--- config.mk ---
export PLATFORM = sky130hd
export DESIGN_NAME = tdm_regs
export DESIGN_NICKNAME = d
export VERILOG_FILES = /design/src/tdm_pkg.sv /design/src/tdm_done_map.sv /design/src/tdm_scan.sv /design/src/tdm_regs.sv
export SDC_FILE = /design/constraint.sdc
export NUM_CORES = 1
export LEC_CHECK = 0
export ABC_AREA = 0
export BUFFER_PORTS_ARGS = -buffer_cell sky130_fd_sc_hd__buf_2
export CAP_MARGIN = 20
export CORE_MARGIN = 2
export CORE_UTILIZATION = 54
export CTS_CLUSTER_SIZE = 20
export DETAILED_ROUTE_END_ITERATION = 10
export GPL_ROUTABILITY_DRIVEN = 0
export PLACE_DENSITY = 0.81
export SETUP_SLACK_MARGIN = 0.15
export SLEW_MARGIN = 40
export SYNTH_ARGS = -nofsm -noshare
export SYNTH_HDL_FRONTEND = slang
export SYNTH_SLANG_ARGS = --single-unit
--- constraint.sdc ---
create_clock -name clock -period 3 [get_ports clock]
set_input_delay 0.15 -clock clock [delete_from_list [all_inputs] [get_ports clock]]
set_output_delay 0.15 -clock clock [all_outputs]
set_load 0.05 [all_outputs]
--- src/tdm_pkg.sv ---
// package for the transfer descriptor map register bank
package tdm_pkg;
    // register offsets (byte addresses)
    localparam logic [11:0] TDM_ISO_DONE_OFS = 12'h130;
    localparam logic [11:0] TDM_ISO_SKIP_OFS = 12'h134;
    localparam logic [11:0] TDM_ISO_LAST_OFS = 12'h138;
    localparam logic [11:0] TDM_INT_DONE_OFS = 12'h140;
    // reset values
    localparam logic [31:0] TDM_DONE_RST = 32'h0000_0000;
    localparam logic [31:0] TDM_SKIP_RST = 32'hffff_ffff;
    localparam logic [31:0] TDM_LAST_RST = 32'h0000_0000;
    // port status field position
    localparam int TDM_CCS_BIT = 0;
    localparam int TDM_NUM_DESC = 32;

    // processor bus request
    typedef struct packed {
        logic cs;
        logic wr;
        logic rd;
        logic [11:0] addr;
        logic [31:0] wdata;
    } tdm_bus_req_t;

    // scheduler visit reported by the scan unit
    typedef struct packed {
        logic valid;
        logic [4:0] index;
        logic wrap;
    } tdm_visit_t;

    typedef enum logic [1:0] {
        TDM_IDLE = 2'b00,
        TDM_SCAN = 2'b01,
        TDM_HOLD = 2'b10
    } tdm_scan_state_t;
endpackage

--- src/tdm_done_map.sv ---
// sticky done bitmap, set on completion, cleared by read
`timescale 1ns/1ps
`default_nettype none
module tdm_done_map
    import tdm_pkg::*;
#(
    parameter int WIDTH = 32
) (
    // clock and control
    input wire logic clock,
    input wire logic rst_n,
    input wire logic clk_en,
    // events
    input wire logic [WIDTH-1:0] complete,
    input wire logic read_clear,
    // state
    output logic [WIDTH-1:0] map
);
    logic [WIDTH-1:0] map_reg;
    logic [WIDTH-1:0] map_next;

    initial begin
        if (WIDTH < 1 || WIDTH > 32) $error("tdm_done_map: WIDTH out of range");
    end

    // clear the bits just read, but a fresh completion wins
    always_comb begin
        map_next = map_reg;
        if (read_clear) begin
            map_next = '0;
        end
        map_next = map_next | complete;
    end

    always_ff @(posedge clock) begin
        if (!rst_n) begin
            map_reg <= WIDTH'(TDM_DONE_RST);
        end else if (clk_en) begin
            map_reg <= map_next;
        end
    end

    assign map = map_reg;

    a_done_set_survives: assert property (@(posedge clock) disable iff (!rst_n)
        clk_en && (|complete) |=> ((map_reg & $past(complete)) == $past(complete)))
        else $error("completion lost in done map");
    a_done_read_clears: assert property (@(posedge clock) disable iff (!rst_n)
        clk_en && read_clear && complete == '0 |=> map_reg == '0)
        else $error("done map not cleared by read");
endmodule
`default_nettype wire

--- src/tdm_scan.sv ---
// isochronous descriptor scan order with skip and last marker
`timescale 1ns/1ps
`default_nettype none
module tdm_scan
    import tdm_pkg::*;
#(
    parameter int NUM = 32
) (
    // clock and control
    input wire logic clock,
    input wire logic rst_n,
    input wire logic clk_en,
    // steering maps and descriptor state
    input wire logic [NUM-1:0] skip_map,
    input wire logic [NUM-1:0] last_map,
    input wire logic [NUM-1:0] valid_map,
    input wire logic advance,
    // result
    output var tdm_visit_t visit
);
    logic [4:0] pos_reg;
    logic [4:0] pos_next;
    tdm_scan_state_t st_reg;
    tdm_scan_state_t st_next;
    logic is_last;
    logic take;

    initial begin
        if (NUM != TDM_NUM_DESC) $error("tdm_scan: NUM must be 32");
    end

    // a skipped slot is never acted on, even when valid; next pointers are ignored
    assign take = valid_map[pos_reg] && !skip_map[pos_reg];
    // no last bit set means the whole table is scanned
    assign is_last = last_map[pos_reg] || (pos_reg == 5'h1f);

    // walk positions in order; wrap to zero after the marked last slot
    always_comb begin
        pos_next = pos_reg;
        st_next = st_reg;
        case (st_reg)
            TDM_IDLE: begin
                st_next = TDM_SCAN;
                pos_next = 5'h00;
            end
            TDM_SCAN: begin
                if (take) begin
                    st_next = TDM_HOLD;
                end else begin
                    pos_next = is_last ? 5'h00 : pos_reg + 5'h01;
                end
            end
            TDM_HOLD: begin
                if (advance) begin
                    st_next = TDM_SCAN;
                    pos_next = is_last ? 5'h00 : pos_reg + 5'h01;
                end
            end
            default: st_next = TDM_IDLE;
        endcase
    end

    always_ff @(posedge clock) begin
        if (!rst_n) begin
            pos_reg <= 5'h00;
            st_reg <= TDM_IDLE;
            visit <= '0;
        end else if (clk_en) begin
            pos_reg <= pos_next;
            st_reg <= st_next;
            visit.valid <= (st_next == TDM_HOLD);
            visit.index <= pos_next;
            visit.wrap <= (st_reg != TDM_IDLE) && (pos_next == 5'h00) && (pos_reg != 5'h00);
        end
    end

    // a skipped slot must be passed over, never entered into hold
    a_scan_no_skip: assert property (@(posedge clock) disable iff (!rst_n)
        clk_en && st_reg == TDM_SCAN && skip_map[pos_reg] |=> st_reg != TDM_HOLD)
        else $error("skipped descriptor was taken");
    a_scan_wraps: assert property (@(posedge clock) disable iff (!rst_n)
        clk_en && st_reg == TDM_SCAN && !take && last_map[pos_reg] |=> pos_reg == 5'h00)
        else $error("scan did not restart after last slot");
endmodule
`default_nettype wire

--- src/tdm_regs.sv ---
// register bank top: done, skip and last maps, scan order and connect status
// Functional notes
// - port status bit 0 reads 1 while a device is attached with port power on, and 0 otherwise.
// - connect status reads 0 whenever port power is off.
// - a 32-bit isochronous done map at 0x130 sets a bit on completion and resets to zero.
// - reading a done map returns its flags and clears every set bit.
// - a 32-bit interrupt done map at 0x140 behaves the same and resets to zero.
// - a read/write isochronous skip map at 0x134 resets to all ones.
// - a descriptor whose skip bit is set is bypassed even when valid.
// - the next pointer of a skipped descriptor never alters the scan order.
// - a read/write last-position map at 0x138 resets to zero.
// - the slot with its last bit set is the final one checked in a pass.
// - after the last slot the scan restarts at the first slot.
`timescale 1ns/1ps
`default_nettype none
module tdm_regs
    import tdm_pkg::*;
#(
    parameter int NUM = 32
) (
    // clock and control
    input wire logic clock,
    input wire logic rst_n,
    input wire logic clk_en,
    // processor bus
    input wire tdm_bus_req_t bus_req,
    output logic [31:0] rdata,
    output logic rvalid,
    // port state
    input wire logic device_attached,
    input wire logic port_power,
    output logic connect_status,
    // descriptor engine
    input wire logic [NUM-1:0] iso_complete,
    input wire logic [NUM-1:0] int_complete,
    input wire logic [NUM-1:0] iso_valid_map,
    input wire logic iso_advance,
    output var tdm_visit_t iso_visit
);
    logic [31:0] skip_reg;
    logic [31:0] skip_next;
    logic [31:0] last_reg;
    logic [31:0] last_next;
    logic [31:0] rdata_next;
    logic ccs_reg;
    logic ccs_next;
    logic [NUM-1:0] iso_done;
    logic [NUM-1:0] int_done;
    logic iso_rd;
    logic int_rd;
    logic rd_hit;
    tdm_visit_t visit_w;

    initial begin
        if (NUM != TDM_NUM_DESC) $error("tdm_regs: NUM must be 32");
    end

    // strobe for one register
    function automatic logic hit(input tdm_bus_req_t r, input logic [11:0] ofs);
        hit = r.cs && r.addr == ofs;
    endfunction

    // read of a done map is a clear only when the clock is enabled
    assign iso_rd = hit(bus_req, TDM_ISO_DONE_OFS) && bus_req.rd;
    assign int_rd = hit(bus_req, TDM_INT_DONE_OFS) && bus_req.rd;

    tdm_done_map #(.WIDTH(NUM)) u_iso_done (
        .clock(clock),
        .rst_n(rst_n),
        .clk_en(clk_en),
        .complete(iso_complete),
        .read_clear(iso_rd),
        .map(iso_done)
    );

    tdm_done_map #(.WIDTH(NUM)) u_int_done (
        .clock(clock),
        .rst_n(rst_n),
        .clk_en(clk_en),
        .complete(int_complete),
        .read_clear(int_rd),
        .map(int_done)
    );

    tdm_scan #(.NUM(NUM)) u_scan (
        .clock(clock),
        .rst_n(rst_n),
        .clk_en(clk_en),
        .skip_map(skip_reg[NUM-1:0]),
        .last_map(last_reg[NUM-1:0]),
        .valid_map(iso_valid_map),
        .advance(iso_advance),
        .visit(visit_w)
    );

    // writable maps
    always_comb begin
        skip_next = skip_reg;
        last_next = last_reg;
        if (bus_req.wr && hit(bus_req, TDM_ISO_SKIP_OFS)) begin
            skip_next = bus_req.wdata;
        end else if (bus_req.wr && hit(bus_req, TDM_ISO_LAST_OFS)) begin
            last_next = bus_req.wdata;
        end
    end

    // connect status gated by port power
    always_comb begin
        ccs_next = port_power && device_attached;
    end

    // read mux; done maps return the value before clearing
    always_comb begin
        rdata_next = 32'h0000_0000;
        rd_hit = bus_req.cs && bus_req.rd;
        if (hit(bus_req, TDM_ISO_DONE_OFS)) begin
            rdata_next = iso_done;
        end else if (hit(bus_req, TDM_ISO_SKIP_OFS)) begin
            rdata_next = skip_reg;
        end else if (hit(bus_req, TDM_ISO_LAST_OFS)) begin
            rdata_next = last_reg;
        end else if (hit(bus_req, TDM_INT_DONE_OFS)) begin
            rdata_next = int_done;
        end
        if (!rd_hit) begin
            rdata_next = 32'h0000_0000;
        end
    end

    // register stage; all outputs straight from flops
    always_ff @(posedge clock) begin
        if (!rst_n) begin
            skip_reg <= TDM_SKIP_RST;
            last_reg <= TDM_LAST_RST;
            ccs_reg <= 1'b0;
            rdata <= 32'h0000_0000;
            rvalid <= 1'b0;
        end else if (clk_en) begin
            skip_reg <= skip_next;
            last_reg <= last_next;
            ccs_reg <= ccs_next;
            rdata <= rdata_next;
            rvalid <= rd_hit;
        end
    end

    assign connect_status = ccs_reg;
    assign iso_visit = visit_w;

    a_ccs_power_off: assert property (@(posedge clock) disable iff (!rst_n)
        clk_en && !port_power |=> !connect_status)
        else $error("connect status set without port power");
    a_ccs_follows: assert property (@(posedge clock) disable iff (!rst_n)
        clk_en && port_power && device_attached |=> connect_status)
        else $error("connect status missing with device attached");
    a_iso_read_value: assert property (@(posedge clock) disable iff (!rst_n)
        clk_en && iso_rd |=> rvalid && rdata == $past(iso_done))
        else $error("iso done read returned wrong value");
    a_int_read_value: assert property (@(posedge clock) disable iff (!rst_n)
        clk_en && int_rd |=> rvalid && rdata == $past(int_done))
        else $error("int done read returned wrong value");
    a_skip_write: assert property (@(posedge clock) disable iff (!rst_n)
        clk_en && bus_req.wr && hit(bus_req, TDM_ISO_SKIP_OFS) |=> skip_reg == $past(bus_req.wdata))
        else $error("skip map write lost");
    a_last_write: assert property (@(posedge clock) disable iff (!rst_n)
        clk_en && bus_req.wr && hit(bus_req, TDM_ISO_LAST_OFS) |=> last_reg == $past(bus_req.wdata))
        else $error("last map write lost");
    a_skip_reset: assert property (@(posedge clock)
        !rst_n |=> skip_reg == TDM_SKIP_RST)
        else $error("skip map reset value wrong");
    a_done_reset: assert property (@(posedge clock)
        !rst_n |=> iso_done == '0 && int_done == '0)
        else $error("done maps not zero after reset");
endmodule
`default_nettype wire

==> impl_metrics.csv <==
group,metric,value,unit
die,placeableCoreArea,0.0144,mm2
global_route,grt_max_degree,120,
die,die_width,124,um
sta,fin_worst_hold_slack,0.000171,ns
global_route,grt_remaining_overflow,0,
setup_path,critical_path.top_delay_family,"compound AO/OA/AOI/OAI gates",
logic_synthesis,synth.top_cell.area_share,43.7,%
logic_synthesis,synth_warnings,0,
setup_path,path_cells,"a32oi_1 -> a2111o_1 -> and4_1 -> a32oi_2 -> nor3_1 -> a211o_1",
setup_path,crit_cells,6,
pwr,pwr_density_cell,492,mW/mm2
clock_network,count_of_buffers_added_by_post_cts_timing_repair_for_setup,0,
run,drv.max_cap_violation_count,0,
sta,rsz0062_at_grt,"false",
clock_network,ctsHtreeMaxLevel,4,
setup_path,cp.required,3.31,ns
placement,detailed_place_hpwl,16000,um
logic_synthesis,postSynth.topFlopCell,"sky130_fd_sc_hd__dfxtp_1",
setup_path,crit_path_slowest_cell,"sky130_fd_sc_hd__dfxtp_1",
clock_network,cts_tree,"yes",
cells_and_area,area.sequential,0.00343,mm2
die,fp.dieH,124,um
routing,detailroute.via_count,7823,
setup_path,critPathBufInv,0,
routing,detail_route.wl_per_cell,18.6,um
min_path,min_from,"int_complete[11]",
global_route,grt_first_pass_wirelength,38400,um
min_path,hold-path-cell-count,3,
status,status,"finished clean",
clock_network,tritoncts.num_buffers,17,
sta,finalMaxSlewViolations,0,
cells_and_area,nFillCells,1083,
sta,final.period_utilization,83.8,%
global_route,number_of_global_route_vias_before_repair,7343,
pwr,total_power,4.90,mW
setup_path,path_class,"reg2reg",
cells_and_area,top_library_cells_by_usage_in_the_layout_fill_and_taps_aside,"sky130_fd_sc_hd__buf_2, sky130_fd_sc_hd__dfxtp_1, sky130_fd_sc_hd__nand2_1",
placement,place.detailed.instances,1212,
sta,slew_headroom,55.3,%
logic_synthesis,mean_area_per_synthesized_cell,8.73,um2
pwr,irDropWorstVdd,0.441,mV
routing,ant_nets,0,
routing,totalWireLength,24200,um
min_path,holdPathEnd,"u_int_done.map[11]",
cells_and_area,finalNonFillerCells,1298,
logic_synthesis,synthCells,898,
die,initial_core_util,54.5,%
die,dieArea,0.0155,mm2
sta,hold_viol_final,0,
sta,tightestPinTransition,0.670,ns
placement,numPortBuffers,189,
min_path,min_path_type,"in2reg",
sta,setup_total_negative_slack,0,ns
sta,number_of_failing_setup_endpoints_in_the_final_timing_report,0,
cells_and_area,final_core_util,69.3,%
clock_network,clock_sinks,171,
sta,final_period_minus_worst_setup_slack,2.51,ns
routing,via_per_inst,6.03,
logic_synthesis,synth.lib_cells_used.distinct,60,
clock_network,worst_skew_pair.late_latency,0.43,ns
routing,drc,0,
clock_network,clock_pin_slew_of_the_registers_on_the_worst_case_setup_and_hold_paths,0.06,ns
logic_synthesis,mappedNetlistNets,1050,
logic_synthesis,post_synth_instance_area,0.00784,mm2
die,row_count,44,
setup_path,reg2reg_depth,6,
cells_and_area,layout.nets,1250,
global_route,number_of_antenna_violations_at_the_first_check_in_global_routing,2,
pwr,p_leak,4.03,nW
cells_and_area,area_growth_syn_to_layout,27.0,%
setup_path,r2r-end,"u_scan.visit[4]",
setup_path,critical_path.max_stage_delay,0.68,ns
cells_and_area,drive_gt1_share,23.3,%
setup_path,critPathMaxFanout,17,
cells_and_area,multi_input_area,0.00405,mm2
sta,fmax,398,MHz
setup_path,worstSetupStartpointType,"register",
clock_network,clock_tree.root_cell,"sky130_fd_sc_hd__clkbuf_16",
clock_network,cts-root-to-sink-buffers,2,
logic_synthesis,synth_area_leaders,"sky130_fd_sc_hd__dfxtp_1, sky130_fd_sc_hd__nor2b_1, sky130_fd_sc_hd__nand2_1",
die,num_io_pins,190,
logic_synthesis,synthDominantAreaCellType,"sky130_fd_sc_hd__dfxtp_1",
logic_synthesis,ys_async_rst_share,0,%
global_route,grt_usage,30.6,%
setup_path,regToRegSetupSlack,0.49,ns
setup_path,crit-reg2reg-launch,"u_scan.visit[3]",
logic_synthesis,synth_edf_count,0,
logic_synthesis,ys_seq_elements,171,
sta,worst_clock_skew,0.00978,ns
routing,drt_pre_antenna_iters,7,
cells_and_area,layout_commonest_cell,"sky130_fd_sc_hd__buf_2",
setup_path,cp_data_arrival_time,2.83,ns
routing,drt-initial-drc-count,1233,
logic_synthesis,synth_sequential_area_ratio,43.7,%
setup_path,worstSetupEndpointType,"register",
## tightest hold or removal path, cell delays in order
cell and delay [ns]:
sky130_fd_sc_hd__buf_2 0.07, sky130_fd_sc_hd__a22oi_1 0.07, sky130_fd_sc_hd__nor2b_1 0.10
## metrics by stage
step                      cell area, um2  worst slack [ns]
after floorplan                     7840             0.487
after global placement              8880             0.482
after detailed placement            8880             0.373
after CTS                           9950             0.348
after global routing                9960             0.341
final                               9960             0.487
## timing repair
action	in CTS	in global routing
resized for setup	0	1
endpoints found under the hold margin	78	0
setup endpoints to repair	0	2
hold buffers	51	0
## area by class of cell
| type | instances | area share (%) |
|---|---|---|
| Clock buffer | 22 | 4.66 |
| Clock inverter | 10 | 0.905 |
| Antenna cell | 3 | 0.0754 |
| Timing Repair Buffer | 261 | 16.5 |
| Tap cell | 184 | 2.31 |
| Multi-Input combinational cell | 635 | 40.7 |
| Sequential cell | 171 | 34.4 |
| Inverter | 12 | 0.452 |
## cell usage after synthesis (all sizes together) (3+ instances only)
cell,n
ha,3
o21a,33
nor2,21
a31oi,3
clkbuf,55
a222oi,32
o21ai,7
o211ai,8
mux4,7
nor3,6
nor4,4
a221oi,8
inv,12
dfxtp,171
a211o,5
nand2b,7
nand3b,4
nand3,36
a22oi,65
a21oi,35
nand2,163
nor2b,109
mux2i,5
buf,25
nor3b,3
and3,3
nor4b,3
a32oi,5
a21boi,35
## metal layers
| layer | track usage, % | vias up | wire [um] |
|---|---|---|---|
| met1 | 42.2 | 3649 | 10100 |
| li1 | - | 3633 | - |
| met3 | 6.23 | 68 | 2100 |
| met5 | 0 | - | 0 |
| met4 | 13.2 | 0 | 894 |
| met2 | 46.7 | 473 | 11100 |
## worst max path at each step
stage	start	endpoint	slack, ns
4_1_cts	u_scan.visit[1]	u_scan.visit[4]	0.35
3_5_place_dp	u_scan.visit[1]	u_scan.visit[4]	0.37
5_1_grt	u_scan.visit[3]	u_scan.visit[4]	0.34
3_3_place_gp	u_scan.visit[1]	u_scan.visit[4]	0.48
6_report	u_scan.visit[3]	u_scan.visit[4]	0.49
2_1_floorplan	u_scan.visit[2]	u_scan.visit[3]	0.49
## power breakdown
group          internal [mW]  switching [mW]  total, mW  leakage, nW
Combinational          0.215           0.203      0.417         2.36
Clock                   1.19           0.915       2.10        0.278
Sequential              2.33          0.0431       2.38         1.40
Total                   3.74            1.16       4.90         4.03
## logic make-up after synthesis
kind of cell    Yosys count  share of synthesized area, %
flops                   171                          43.7
simple gates            367                          23.5
xor+xnor                  1                         0.112
compound gates          251                          24.5
buf+inv                  92                          4.93
mux                      13                          2.79
fa+ha+maj                 3                         0.479
(Power assumes the default switching activity.)
